--- src/inc/shbp_defs.vh ---
/*
 * shbp_defs.vh: timing counts and address constants for the host-side
 * sram-like bus controller. Assumes a 40 MHz core clock (25 ns period).
 */
`ifndef SHBP_DEFS_VH
`define SHBP_DEFS_VH

`define SHBP_CLK_PERIOD_NS      25
// least times, ns
`define SHBP_T_CSL_NS           32
`define SHBP_T_CYCLE_NS         45
`define SHBP_T_CSH_NS           13
`define SHBP_T_CSDV_NS          30
`define SHBP_T_ACYC_NS          45
`define SHBP_T_ADV_NS           40
`define SHBP_T_FIFO_INF_NS      135
`define SHBP_T_RX_DROP_NS       180
`define SHBP_T_WR_RD_MAX_NS     315
// least times round up to whole cycles
`define SHBP_CYC(ns)            (((ns) + `SHBP_CLK_PERIOD_NS - 1) / `SHBP_CLK_PERIOD_NS)
`define SHBP_CSL_CYC            `SHBP_CYC(`SHBP_T_CSL_NS)
`define SHBP_CSH_CYC            `SHBP_CYC(`SHBP_T_CSH_NS)
`define SHBP_CSDV_CYC           `SHBP_CYC(`SHBP_T_CSDV_NS)
`define SHBP_ADV_CYC            `SHBP_CYC(`SHBP_T_ADV_NS)
`define SHBP_ACYC_CYC           `SHBP_CYC(`SHBP_T_ACYC_NS)
`define SHBP_FIFO_INF_CYC       `SHBP_CYC(`SHBP_T_FIFO_INF_NS)
`define SHBP_RX_DROP_CYC        `SHBP_CYC(`SHBP_T_RX_DROP_NS)
`define SHBP_WR_RD_CYC          `SHBP_CYC(`SHBP_T_WR_RD_MAX_NS)
// burst limits
`define SHBP_BURST_MAX_32       5'h08
`define SHBP_BURST_MAX_16       5'h10
// word addresses (address bits 7:1) of resources with read hazards
`define SHBP_ADDR_RX_DATA       7'h00
`define SHBP_ADDR_RX_STS        7'h20
`define SHBP_ADDR_TX_STS        7'h24
`define SHBP_ADDR_RX_FIFO_LEVEL_INFO   7'h3E
`define SHBP_ADDR_TX_FIFO_LEVEL_INFO   7'h40
`define SHBP_ADDR_RX_DROP       7'h50

`endif

--- src/logic/shbp_host_port.v ---
/*
 * shbp_host_port.v: host-side controller driving an sram-like device port
 * (chip select, read/write strobes, address, 32-bit data, fifo select).
 * Assumes a user request port in the core clock domain; device data pins
 * are asynchronous and are synchronised before use.
 */
`timescale 1ns/100ps
`default_nettype none
`include "shbp_defs.vh"

module shbp_host_port #(
  parameter WR_RD_CYC = `SHBP_WR_RD_CYC
) (
  input  wire        i_core_clk,
  input  wire        i_nrst,
  input  wire        i_req_valid,
  input  wire        i_req_write,
  input  wire        i_req_wide,
  input  wire        i_req_fifo,
  input  wire [6:0]  i_req_addr,
  input  wire [31:0] i_req_wdata,
  input  wire [4:0]  i_req_len,
  output reg         o_req_ready,
  output reg         o_rdata_valid,
  output reg  [31:0] o_rdata,
  output reg         o_done,
  output reg         o_chip_select_n,
  output reg         o_read_strobe_n,
  output reg         o_write_strobe_n,
  output reg         o_fifo_sel,
  output reg  [6:0]  o_addr,
  output reg  [31:0] o_data_out,
  output reg         o_data_oe,
  input  wire [31:0] i_data_in
);

  localparam [2:0] ST_IDLE  = 3'd0;
  localparam [2:0] ST_WR    = 3'd1;
  localparam [2:0] ST_RD    = 3'd2;
  localparam [2:0] ST_GAP   = 3'd3;
  localparam [2:0] ST_GUARD = 3'd4;

  localparam integer CSL_I  = `SHBP_CSL_CYC;
  localparam integer CYC_I  = `SHBP_ACYC_CYC;
  localparam integer CSH_I  = `SHBP_CSH_CYC;
  localparam integer SMP_I  = `SHBP_ADV_CYC + 2;
  localparam integer FINF_I = `SHBP_FIFO_INF_CYC;
  localparam integer DROP_I = `SHBP_RX_DROP_CYC;

  // counts fit the 4-bit tick and wait timers
  localparam [3:0] CSL_C  = CSL_I[3:0];
  localparam [3:0] CYC_C  = CYC_I[3:0];
  localparam [3:0] CSH_C  = CSH_I[3:0];
  localparam [3:0] SMP_C  = SMP_I[3:0];
  localparam [3:0] FINF_C = FINF_I[3:0];
  localparam [3:0] DROP_C = DROP_I[3:0];
  localparam [3:0] WRRD_C = WR_RD_CYC[3:0];

  reg [2:0]  state_reg;
  reg [3:0]  tick_reg;
  reg [4:0]  left_reg;
  reg        wide_reg;
  reg [31:0] sync1_reg;
  reg [31:0] sync2_reg;

  wire rx_busy;
  wire tx_busy;
  wire drop_busy;
  wire wr_busy;

  // read-after-read hazard sources, armed by every beat that reads them
  wire rx_src   = o_fifo_sel || (o_addr == `SHBP_ADDR_RX_DATA)
                  || (o_addr == `SHBP_ADDR_RX_STS);
  wire tx_src   = !o_fifo_sel && (o_addr == `SHBP_ADDR_TX_STS);
  wire drop_src = !o_fifo_sel && (o_addr == `SHBP_ADDR_RX_DROP);
  wire rd_beat  = (state_reg == ST_RD) && (tick_reg == SMP_C);
  wire wr_end   = (state_reg == ST_WR) && (tick_reg >= CSL_C) && (tick_reg >= CYC_C);

  shbp_wait_timer u_rx_wait (.i_core_clk(i_core_clk), .i_nrst(i_nrst),
    .i_load(rd_beat && rx_src), .i_count(FINF_C), .o_busy(rx_busy));
  shbp_wait_timer u_tx_wait (.i_core_clk(i_core_clk), .i_nrst(i_nrst),
    .i_load(rd_beat && tx_src), .i_count(FINF_C), .o_busy(tx_busy));
  shbp_wait_timer u_drop_wait (.i_core_clk(i_core_clk), .i_nrst(i_nrst),
    .i_load(rd_beat && drop_src), .i_count(DROP_C), .o_busy(drop_busy));
  shbp_wait_timer u_wr_wait (.i_core_clk(i_core_clk), .i_nrst(i_nrst),
    .i_load(wr_end), .i_count(WRRD_C), .o_busy(wr_busy));

  // a read waits while its target still has a pending hazard
  wire blocked = !i_req_write && (wr_busy
                 || (!i_req_fifo && (i_req_addr == `SHBP_ADDR_RX_FIFO_LEVEL_INFO) && rx_busy)
                 || (!i_req_fifo && (i_req_addr == `SHBP_ADDR_TX_FIFO_LEVEL_INFO) && tx_busy)
                 || (!i_req_fifo && (i_req_addr == `SHBP_ADDR_RX_DROP) && drop_busy));

  // burst length clamp: direct fifo bursts up to 31, else 8 or 16
  wire [4:0] max_len = i_req_fifo ? 5'h1F
                     : (i_req_wide ? `SHBP_BURST_MAX_32 : `SHBP_BURST_MAX_16);
  wire [4:0] len_in  = (i_req_write || (i_req_len == 5'd0)) ? 5'd1
                     : ((i_req_len > max_len) ? max_len : i_req_len);
  wire       accept  = (state_reg == ST_IDLE) && i_req_valid && !blocked;

  always @(posedge i_core_clk) begin
    sync1_reg <= i_data_in;
    sync2_reg <= sync1_reg;
  end

  always @(posedge i_core_clk) begin
    if (!i_nrst) begin
      state_reg        <= ST_IDLE;
      tick_reg         <= 4'h0;
      left_reg         <= 5'h00;
      wide_reg         <= 1'b0;
      o_req_ready      <= 1'b0;
      o_rdata_valid    <= 1'b0;
      o_rdata          <= 32'h00000000;
      o_done           <= 1'b0;
      o_chip_select_n  <= 1'b1;
      o_read_strobe_n  <= 1'b1;
      o_write_strobe_n <= 1'b1;
      o_fifo_sel       <= 1'b0;
      o_addr           <= 7'h00;
      o_data_out       <= 32'h00000000;
      o_data_oe        <= 1'b0;
    end else begin
      o_rdata_valid <= 1'b0;
      o_done        <= 1'b0;
      o_req_ready   <= 1'b0;
      tick_reg      <= tick_reg + 4'h1;
      case (state_reg)
        ST_IDLE: begin
          tick_reg    <= 4'h1;
          o_req_ready <= i_req_valid && !blocked;
          if (accept) begin
            // address and fifo select set with the strobes
            o_addr          <= i_req_addr;
            o_fifo_sel      <= i_req_fifo;
            wide_reg        <= i_req_wide;
            left_reg        <= len_in;
            o_chip_select_n <= 1'b0;
            if (i_req_write) begin
              o_write_strobe_n <= 1'b0;
              o_data_out <= i_req_wide ? i_req_wdata
                                       : {16'h0000, i_req_wdata[15:0]};
              o_data_oe  <= 1'b1;
              state_reg  <= ST_WR;
            end else begin
              o_read_strobe_n <= 1'b0;
              state_reg       <= ST_RD;
            end
          end
        end
        ST_WR: begin
          if (wr_end) begin
            o_chip_select_n  <= 1'b1;
            o_write_strobe_n <= 1'b1;
            o_done           <= 1'b1;
            tick_reg         <= 4'h1;
            state_reg        <= ST_GAP;
          end
        end
        ST_RD: begin
          // sample after data valid plus two synchroniser stages
          if (tick_reg == SMP_C) begin
            o_rdata_valid <= 1'b1;
            o_rdata <= wide_reg ? sync2_reg : {16'h0000, sync2_reg[15:0]};
            left_reg <= left_reg - 5'd1;
            tick_reg <= 4'h1;
            if (left_reg == 5'd1) begin
              o_chip_select_n <= 1'b1;
              o_read_strobe_n <= 1'b1;
              o_done          <= 1'b1;
              state_reg       <= ST_GAP;
            end else begin
              // next burst beat; fifo bursts step too, so each beat is a new cycle
              o_addr <= o_addr + (wide_reg ? 7'h02 : 7'h01);
            end
          end
        end
        ST_GAP: begin
          o_data_oe <= 1'b0;
          if (tick_reg >= CSH_C)
            state_reg <= ST_GUARD;
        end
        ST_GUARD: begin
          tick_reg  <= 4'h1;
          state_reg <= ST_IDLE;
        end
        default: begin
          state_reg <= ST_IDLE;
        end
      endcase
    end
  end

endmodule // shbp_host_port

`default_nettype wire

--- src/logic/shbp_wait_timer.v ---
/*
 * shbp_wait_timer.v: loadable down-counter; o_busy is high while counting.
 * Assumes load and count values come from the same clock domain.
 */
`timescale 1ns/100ps
`default_nettype none

module shbp_wait_timer #(
  parameter W = 4
) (
  input  wire         i_core_clk,
  input  wire         i_nrst,
  input  wire         i_load,
  input  wire [W-1:0] i_count,
  output wire         o_busy
);

  reg [W-1:0] cnt_reg;

  always @(posedge i_core_clk) begin
    if (!i_nrst)
      cnt_reg <= {W{1'b0}};
    else if (i_load && (i_count > cnt_reg))
      cnt_reg <= i_count;
    else if (cnt_reg != {W{1'b0}})
      cnt_reg <= cnt_reg - {{(W-1){1'b0}}, 1'b1};
  end

  assign o_busy = (cnt_reg != {W{1'b0}});

endmodule // shbp_wait_timer

`default_nettype wire

--- config.mk ---
export PLATFORM = sky130hd
export DESIGN_NAME = shbp_host_port
export DESIGN_NICKNAME = d
export VERILOG_FILES = /design/src/logic/shbp_host_port.v /design/src/logic/shbp_wait_timer.v
export VERILOG_INCLUDE_DIRS = /design/src /design/src/inc
export SDC_FILE = /design/constraint.sdc
export NUM_CORES = 1
export LEC_CHECK = 0
export BUFFER_PORTS_ARGS = -buffer_cell sky130_fd_sc_hd__buf_4
export CELL_PAD_IN_SITES_DETAIL_PLACEMENT = 0
export CELL_PAD_IN_SITES_GLOBAL_PLACEMENT = 1
export CORE_UTILIZATION = 39
export DETAILED_ROUTE_END_ITERATION = 10
export GPL_TIMING_DRIVEN = 0
export PLACE_DENSITY = 0.87
export RECOVER_POWER = 50
export SETUP_SLACK_MARGIN = 0.1
export SLEW_MARGIN = 20
export SYNTH_ARGS = -nofsm -noshare
export SYNTH_HDL_FRONTEND = slang
export SYNTH_SLANG_ARGS = --single-unit
export TNS_END_PERCENT = 50
--- constraint.sdc ---
create_clock -name i_core_clk -period 9 [get_ports i_core_clk]
set_input_delay 2.7 -clock i_core_clk [delete_from_list [all_inputs] [get_ports i_core_clk]]
set_output_delay 2.7 -clock i_core_clk [all_outputs]
set_load 0.01 [all_outputs]
==> impl_metrics.env, run 1 <==
export IMPL_dp_hpwl_um=10700
export IMPL_cts_hold_buffers=0
export IMPL_critPathLaunchType="input pin"
export IMPL_ctsLongestPathBuffers=2
export IMPL_fillers=1479
export IMPL_ys_flop_type="dfxtp_1"
export IMPL_fin_crit_sh=0.539
export IMPL_slowest_delay_ns=0.73
export IMPL_synthDominantCellAreaShare=0.555
export IMPL_synth_largest_area_cell="dfxtp_1"
export IMPL_tns_ns=0
export IMPL_ant_nets=0
export IMPL_cts_inserted_buffers=17
export IMPL_cts_max_level=4
export IMPL_antenna_found_initial=0
export IMPL_ys_seq_elements=172
export IMPL_synth_edf_count=0
export IMPL_cp_top_family="compound AO/OA/AOI/OAI gates"
export IMPL_routed_wl_um=14700
export IMPL_grt_total_usage=0.189
export IMPL_yosys_top_cells_area="dfxtp_1 (55%), nand2_1 (6.8%), a21boi_0 (6.8%), ha_1 (3.2%), a22o_1 (2.3%)"
export IMPL_cts_repair_resized=0
export IMPL_syn_nets=737
export IMPL_path_cells="clkbuf_1, nor2_1, ha_1, o21ai_0, a21oi_1, o31ai_1, mux2i_1, o22ai_1, a311o_2"
export IMPL_finalMaxSlewViolations=0
export IMPL_portBuffers=158
export IMPL_grt_overflow=0
export IMPL_clock_latency_ns=0.43
export IMPL_path_clk_slew_ns=0.07
export IMPL_gp_congestion=0.870
export IMPL_yosys_warnings=0
export IMPL_syn_area_per_cell_um2=9.73
export IMPL_syn_inst=638
export IMPL_layout_nets=914
export IMPL_hold_viol=0
export IMPL_postCtsSetupRepairBufs=0
export IMPL_start_util=0.404
export IMPL_syn_area_mm2=0.00621
export IMPL_fin_util=0.525
export IMPL_io_pin_count=161
export IMPL_cts_root_buf="clkbuf_16"
export IMPL_grt_pass1_wl_um=23900
export IMPL_cap_violations=0
export IMPL_wl_met2_um=6480
export IMPL_crit_required_ns=9.31
export IMPL_min_path_type="reg -> reg"
export IMPL_met3WireLength_um=1100
export IMPL_relSlewSlack=0.353
export IMPL_finalSetupViolations=0
export IMPL_crit_path_top_delay_cell="o31ai_1"
export IMPL_drtPass1Iterations=4
export IMPL_synth_cell_types=60
export IMPL_max_freq_mhz=206
export IMPL_via_per_inst=4.88
export IMPL_drt_iter0_drc=255
export IMPL_met1Wirelength_um=6880
export IMPL_cts_tree="built"
export IMPL_synth_most_common_cell="dfxtp_1"
export IMPL_die_y_um=128
export IMPL_cts_sinks=172
export IMPL_final_layout_size_suffix_gt1_frac=0.190
export IMPL_tightest_slew_ns=0.957
export IMPL_die_area_mm2=0.0164
export IMPL_rows=45
export IMPL_end_kind="flip-flop"
export IMPL_first_global_vias=4671
export IMPL_area_delta_synth_final_pct=30.0
export IMPL_critPathKind="in -> reg"
export IMPL_power_density_mw_per_mm2=260
export IMPL_drc=0
export IMPL_diodes=0
export IMPL_grt_setup_unrepaired="no"
export IMPL_yosysSeqAreaShare=0.555
export IMPL_p_leak_nw=3.23
export IMPL_path_buf_inv=1
export IMPL_synth_common_cells="dfxtp_1 (172), nand2_1 (113), a21boi_0 (56)"
export IMPL_die_x_um=128
export IMPL_worstPathArrival_ns=5.16
export IMPL_highest_layer="met4"
export IMPL_skew_ns=0.00900
export IMPL_cp_max_fo=10
export IMPL_postSynth_asyncResetShare=0
export IMPL_vdd_drop_max_v=0.000141
export IMPL_post_drt_wl_per_cell_um=14.2
export IMPL_num_vias=5073
export IMPL_core_area_mm2=0.0154
export IMPL_grt_max_degree=18
export IMPL_period_needed_ns=4.85
export IMPL_status="completed"
## where the power goes
group / switching [W] / internal [W] / total, W
registers: 0.0000583 / 0.000835 / 0.000893
clock network: 0.000325 / 0.000429 / 0.000754
logic: 0.000255 / 0.000197 / 0.000452
## layout make-up
| type | count | area [µm²] | area share |
|---|---|---|---|
| sequential | 172 | 3440 | 0.427 |
| inverter | 16 | 60.1 | 0.00744 |
| clock inverter | 13 | 166 | 0.0206 |
| clock buffer | 19 | 443 | 0.0549 |
| tap | 211 | 264 | 0.0327 |
| buffer | 33 | 151 | 0.0188 |
| multi-input combinational | 417 | 2540 | 0.315 |
| timing repair buffer | 158 | 998 | 0.124 |
## cells in the final DEF (no fill, tap or decap), drive strengths merged, types with 4 or more instances in the layout
cell,n
nand2,113
buf,81
ha,16
o31ai,4
nor2b,4
a22o,16
nor2,33
nand3b,4
o21ai,20
a21oi,24
nor4,6
and3,5
or3,5
o22ai,7
nor4b,4
nand3,27
inv,25
dfxtp,172
nor3,10
clkbuf,128
a21boi,56
a211oi,4
o21a,7
## metrics by stage
| stage | total power [W] | hold slack (ns) | instances | cell area (µm²) | worst slack (ns) |
|---|---|---|---|---|---|
| after floorplan | 0.00121 | 0.310 | 638 | 6210 | 4.18 |
| after global placement | 0.00137 | 0.310 | 1007 | 7660 | 3.71 |
| after detailed placement | 0.00137 | 0.312 | 1007 | 7660 | 3.73 |
| after CTS | 0.00213 | 0.326 | 1039 | 8270 | 4.16 |
| after global routing | 0.00222 | 0.329 | 1039 | 8070 | 3.93 |
| final | 0.00210 | 0.325 | 1039 | 8070 | 4.15 |
## logic make-up (layout without fill, tap and decap cells)
group                      after synthesis  in the layout  share of synthesized area
muxes                                    3              3                    0.00504
adders and majority gates               17             17                     0.0355
AOI/OAI and AO/OA                      157            157                      0.179
DFF                                    172            172                      0.555
and+or+nand+nor                        237            237                      0.186
buffers and inverters                   49            239                     0.0353
xor gates and xnor gates                 3              3                    0.00423
## worst paths after layout
kind	start	endpoint	slack [ns]	cells past startpoint
setup / recovery	i_req_wide	left_reg[2]	4.15	9
hold / removal	sync1_reg[23]	sync2_reg[23]	0.33	0
setup reg to reg	u_drop_wait.cnt_reg[0]	o_rdata[30]	6.21	10
hold reg to reg	sync1_reg[23]	sync2_reg[23]	0.33	0
## layer usage
layer,vias up,GRT usage
li1,2583,-
met1,2320,0.254
met2,151,0.282
met3,19,0.0634
met4,0,0.0664
met5,-,0
Power figures use the tool's default switching activity.
==> inputs of run 2 (changes only) <==
==> constraint.sdc (replaced) <==
create_clock -name i_core_clk -period 4.5 [get_ports i_core_clk]
set_input_delay 1.35 -clock i_core_clk [delete_from_list [all_inputs] [get_ports i_core_clk]]
set_output_delay 1.35 -clock i_core_clk [all_outputs]
set_load 0.01 [all_outputs]
==> impl_metrics.env, run 2 (synthesis gave the netlist of run 1 again) <==
export IMPL_num_vias=5085
export IMPL_p_leak_nw=3.20
export IMPL_grt_max_degree=18
export IMPL_grt_total_usage=0.189
export IMPL_portBuffers=158
export IMPL_die_x_um=128
export IMPL_relSlewSlack=0.370
export IMPL_diodes=0
export IMPL_crit_required_ns=4.81
export IMPL_tightest_slew_ns=0.931
export IMPL_area_delta_synth_final_pct=29.6
export IMPL_final_layout_size_suffix_gt1_frac=0.181
export IMPL_slowest_delay_ns=0.75
export IMPL_skew_ns=0.00776
export IMPL_r2r_slack_ns=1.72
export IMPL_ctsLongestPathBuffers=2
export IMPL_cp_max_fo=10
export IMPL_status="completed"
export IMPL_critPathLaunchType="input pin"
export IMPL_drt_iter0_drc=265
export IMPL_cts_hold_buffers=0
export IMPL_gp_congestion=0.870
export IMPL_mostFrequentLayoutCells="dfxtp_1 (172), nand2_1 (113), clkbuf_1 (85)"
export IMPL_clock_latency_ns=0.43
export IMPL_cts_root_buf="clkbuf_16"
export IMPL_routed_wl_um=14700
export IMPL_finalMaxSlewViolations=0
export IMPL_postCtsSetupRepairBufs=0
export IMPL_grt_setup_unrepaired="no"
export IMPL_fin_crit_sh=0.782
export IMPL_die_y_um=128
export IMPL_io_pin_count=161
export IMPL_drc=0
export IMPL_die_area_mm2=0.0164
export IMPL_cap_violations=0
export IMPL_grt_overflow=0
export IMPL_cts_tree="built"
export IMPL_cts_repair_resized=0
export IMPL_rows=45
export IMPL_dp_hpwl_um=10700
export IMPL_post_drt_wl_per_cell_um=14.1
export IMPL_cts_inserted_buffers=17
export IMPL_hold_ws_ns=0.325
export IMPL_path_cells="clkbuf_1, nor2_1, ha_1, o21ai_0, a21oi_1, o31ai_1, mux2i_1, o22ai_1, a311o_2"
export IMPL_crit_path_top_delay_cell="o31ai_1"
export IMPL_tns_ns=0
export IMPL_cts_max_level=4
export IMPL_path_clk_slew_ns=0.07
export IMPL_layout_nets=914
export IMPL_worstPathArrival_ns=3.83
export IMPL_ant_nets=0
export IMPL_min_path_type="reg -> reg"
export IMPL_via_per_inst=4.89
export IMPL_critPathKind="in -> reg"
export IMPL_mostFrequentLayoutCell="dfxtp_1"
export IMPL_period_needed_ns=3.52
export IMPL_end_kind="flip-flop"
export IMPL_vdd_drop_max_v=0.000281
export IMPL_drtPass1Iterations=4
export IMPL_first_global_vias=4671
export IMPL_start_util=0.404
export IMPL_grt_pass1_wl_um=23900
export IMPL_finalSetupViolations=0
export IMPL_power_density_mw_per_mm2=521
export IMPL_antenna_found_initial=0
export IMPL_core_area_mm2=0.0154
export IMPL_max_freq_mhz=284
export IMPL_cts_sinks=172
export IMPL_hold_viol=0
[run 2: final cells by class]
cell class,count,area (µm²)
plain buffers,33,151
clock buffers,19,443
clock inverters,13,166
fillers,1486,7330
inverters,16,60.1
multi-input cells,417,2540
flip-flops and latches,172,3440
well taps,211,264
repair buffers,158,972
[run 2: critical path: cells and delay by family]
kind	cells	cell delay [ns]
and+or+nand+nor	1	0.14
AOI/OAI and AO/OA	5	1.33
buffers and inverters	1	0.38
muxes	1	0.32
adders and majority gates	1	0.30
[run 2: path summary, 6_finish.rpt]
path | endpoint | cells after the start | from
hold / removal | sync2_reg[23] | 0 | sync1_reg[23]
setup / recovery | left_reg[2] | 9 | i_req_wide
hold reg to reg | sync2_reg[23] | 0 | sync1_reg[23]
setup reg to reg | o_rdata[30] | 10 | u_drop_wait.cnt_reg[0]
[run 2: metal layers]
layer	track usage	share of wire	vias up
met5	0	0	-
met2	0.282	0.44	165
li1	-	-	2585
met3	0.0634	0.079	19
met4	0.0664	0.016	0
met1	0.254	0.47	2316
[run 2: per-stage QoR]
stage | cells | area [µm²] | total power, W | setup WS [ns] | util
floorplan | 638 | 6210 | 0.00241 | 1.03 | -
global placement | 1007 | 7660 | 0.00274 | 0.561 | 0.498
detailed placement | 1007 | 7660 | 0.00275 | 0.579 | 0.498
CTS | 1039 | 8270 | 0.00425 | 1.01 | 0.538
global route | 1039 | 8050 | 0.00443 | 0.778 | 0.523
finish | 1039 | 8050 | 0.00419 | 0.983 | 0.523
[run 2: power by group]
group          switching (W)  internal [W]  total (W)
sequential          0.000116       0.00167    0.00179
clock               0.000649      0.000858    0.00151
combinational       0.000509      0.000393   0.000902
==> inputs of run 3 (changes only) <==
--- a/config.mk
+++ b/config.mk
@@ -6,10 +6,11 @@
 export SDC_FILE = /design/constraint.sdc
 export NUM_CORES = 1
 export LEC_CHECK = 0
+export ABC_AREA = 1
 export BUFFER_PORTS_ARGS = -buffer_cell sky130_fd_sc_hd__buf_4
 export CELL_PAD_IN_SITES_DETAIL_PLACEMENT = 0
 export CELL_PAD_IN_SITES_GLOBAL_PLACEMENT = 1
-export CORE_UTILIZATION = 39
+export CORE_UTILIZATION = 38
 export DETAILED_ROUTE_END_ITERATION = 10
 export GPL_TIMING_DRIVEN = 0
 export PLACE_DENSITY = 0.87
==> constraint.sdc (replaced) <==
create_clock -name i_core_clk -period 3.3 [get_ports i_core_clk]
set_input_delay 0.99 -clock i_core_clk [delete_from_list [all_inputs] [get_ports i_core_clk]]
set_output_delay 0.99 -clock i_core_clk [all_outputs]
set_load 0.01 [all_outputs]
==> impl_metrics.env, run 3 <==
export IMPL_status="completed"
export IMPL_min_path_cells=0
export IMPL_start_util=0.393
export IMPL_critPathKind="reg -> reg"
export IMPL_mostFrequentLayoutCell="dfxtp_1"
export IMPL_p_int_w=0.00420
export IMPL_synth_compound_area_frac=0.111
export IMPL_finalSetupViolations=0
export IMPL_syn_area_per_cell_um2=8.43
export IMPL_fin_crit_sh=0.847
export IMPL_hold_viol=0
export IMPL_path_clk_slew_ns=0.07
export IMPL_ctsLongestPathBuffers=2
export IMPL_synth_most_common_cell="dfxtp_1"
export IMPL_cp_max_fo=10
export IMPL_synth_edf_count=0
export IMPL_synth_largest_area_cell="dfxtp_1"
export IMPL_synth_xor_area_frac=0.00696
export IMPL_first_global_vias=4885
export IMPL_routed_wl_um=15700
export IMPL_synthAdderAreaFrac=0.0350
export IMPL_ys_seq_elements=172
export IMPL_area_delta_synth_final_pct=30.7
export IMPL_dp_slack_ns=0.181
export IMPL_pwr_share_comb=0.266
export IMPL_postSynth_asyncResetShare=0
export IMPL_p_leak_nw=3.62
export IMPL_cts_repair_resized=0
export IMPL_end_kind="flip-flop"
export IMPL_switching_share=0.325
export IMPL_max_freq_mhz=358
export IMPL_drc=0
export IMPL_dp_hpwl_um=11500
export IMPL_mostFrequentLayoutCells="dfxtp_1 (172), nand2_1 (150), buf_4 (104)"
export IMPL_slowest_delay_ns=0.50
export IMPL_yosysSeqAreaShare=0.547
export IMPL_muxShareOfSynthArea=0.00159
export IMPL_p_sw_w=0.00202
export IMPL_period_needed_ns=2.80
export IMPL_rr_endpoint="o_addr[6]"
export IMPL_syn_nets=846
export IMPL_yosys_top_cells_area="dfxtp_1 (55%), nand2_1 (8.8%), a21oi_1 (6.2%), nor2_1 (5.0%), nand3_1 (4.9%)"
export IMPL_post_drt_wl_per_cell_um=13.6
export IMPL_synth_common_cells="dfxtp_1 (172), nand2_1 (148), nor2_1 (83)"
export IMPL_postCtsSetupRepairBufs=0
export IMPL_vdd_drop_max_v=0.000393
export IMPL_cts_sinks=172
export IMPL_grt_overflow=0
export IMPL_relSlewSlack=0.488
export IMPL_sequentialPowerShare=0.392
export IMPL_syn_area_mm2=0.00629
export IMPL_r2r_start="wide_reg"
export IMPL_portBuffers=159
export IMPL_drt_iter0_drc=246
export IMPL_clock_latency_ns=0.43
export IMPL_die_y_um=131
export IMPL_tns_ns=0
export IMPL_die_area_mm2=0.0171
export IMPL_synthDominantCellAreaShare=0.547
export IMPL_drtPass1Iterations=4
export IMPL_worstPathArrival_ns=3.16
export IMPL_hold_start="sync1_reg[17]"
export IMPL_gp_congestion=0.810
export IMPL_final_layout_size_suffix_gt1_frac=0.212
export IMPL_io_pin_count=161
export IMPL_synth_top_family_by_area="simple AND/OR/NAND/NOR gates"
export IMPL_via_per_inst=4.67
export IMPL_grt_max_degree=17
export IMPL_cts_hold_buffers=0
export IMPL_finalMaxSlewViolations=0
export IMPL_r2r_slack_ns=0.50
export IMPL_grt_setup_unrepaired="no"
export IMPL_power_density_mw_per_mm2=756
export IMPL_num_vias=5385
export IMPL_die_x_um=131
export IMPL_synth_cell_types=43
export IMPL_grt_total_usage=0.189
export IMPL_cap_violations=0
export IMPL_ant_nets=0
export IMPL_fillers=1611
export IMPL_path_cells="clkbuf_1, clkbuf_1, inv_1, fa_1, inv_1, nand2_1, nor4_1, or2_2, nand3_1, nand2_1, nor2_1, nor2_1"
export IMPL_antenna_found_initial=0
export IMPL_cts_root_buf="clkbuf_16"
export IMPL_rows=46
export IMPL_crit_required_ns=3.67
export IMPL_cts_inserted_buffers=17
export IMPL_tightest_slew_ns=0.765
export IMPL_critPathLaunchType="flip-flop"
export IMPL_layout_nets=1024
export IMPL_rr_worst_depth=12
export IMPL_crit_path_top_delay_cell="fa_1"
export IMPL_fin_util=0.514
export IMPL_ys_flop_type="dfxtp_1"
export IMPL_cts_tree="built"
export IMPL_min_path_type="reg -> reg"
export IMPL_yosys_warnings=0
export IMPL_syn_inst=747
export IMPL_grt_pass1_wl_um=24500
export IMPL_core_area_mm2=0.0160
export IMPL_cts_max_level=4
export IMPL_clockPowerShare=0.341
export IMPL_skew_ns=0.00999
export IMPL_layout_setup_ws_ns=0.503
export IMPL_holdPathEnd="sync2_reg[17]"
export IMPL_diodes=0
export IMPL_synth_simple_gate_area_frac=0.237
run 3: worst max path at each step:
stage                from           to  slack, ns  cells past startpoint
6_report         wide_reg    o_addr[6]       0.50                     12
3_5_place_dp   i_req_wide  left_reg[1]       0.18                     14
2_1_floorplan  i_req_wide  left_reg[1]       0.68                     14
3_3_place_gp   i_req_wide  left_reg[1]       0.19                     14
4_1_cts          wide_reg    o_addr[6]       0.50                     12
5_1_grt          wide_reg    o_addr[6]       0.21                     14
run 3: metal layers:
| layer | part of all wire | routed length, µm | GRT usage |
|---|---|---|---|
| met5 | 0 | 0 | 0 |
| met4 | 0.014 | 218 | 0.0663 |
| met3 | 0.069 | 1080 | 0.0627 |
| met2 | 0.48 | 7490 | 0.308 |
| met1 | 0.44 | 6880 | 0.232 |
run 3: worst max-delay path, delay by kind of cell (launching register included):
kind / cells / cell delay (ns)
flops: 1 / 0.38
buf+inv: 4 / 1.11
simple gates: 7 / 0.75
fa+ha+maj: 1 / 0.50
run 3: final cells by class:
type                       count  area [µm²]  share of cell area
buffer                        31         148              0.0179
clock buffer                  17         425              0.0517
multi-input combinational    486        2420               0.294
sequential                   172        3440               0.419
timing repair buffer         159        1100               0.134
tap                          216         270              0.0329
clock inverter                14         204              0.0248
inverter                      58         219              0.0266
run 3: stage by stage:
stage / hold WS [ns] / instance area (µm²) / power (W) / cells
global route: 0.331 / 8230 / 0.00662 / 1153
global placement: 0.310 / 7760 / 0.00421 / 1122
finish: 0.326 / 8230 / 0.00622 / 1153
floorplan: 0.310 / 6290 / 0.00367 / 747
CTS: 0.328 / 8390 / 0.00636 / 1153
detailed placement: 0.312 / 7760 / 0.00423 / 1122
run 3: kinds of logic (layout without fill, tap and decap cells):
group,count (synthesis),after routing
buf+inv,89,279
xor+xnor,5,5
mux,1,1
simple gates,335,335
fa+ha+maj,17,17
flops,172,172
compound gates,128,128
run 3: power groups by stage:
stage	Combinational [W]	Sequential [W]	Clock [W]
global route	0.00189	0.00246	0.00226
floorplan	0.00118	0.00249	0
CTS	0.00175	0.00244	0.00216
global placement	0.00173	0.00248	0
detailed placement	0.00174	0.00249	0
finish	0.00166	0.00244	0.00212
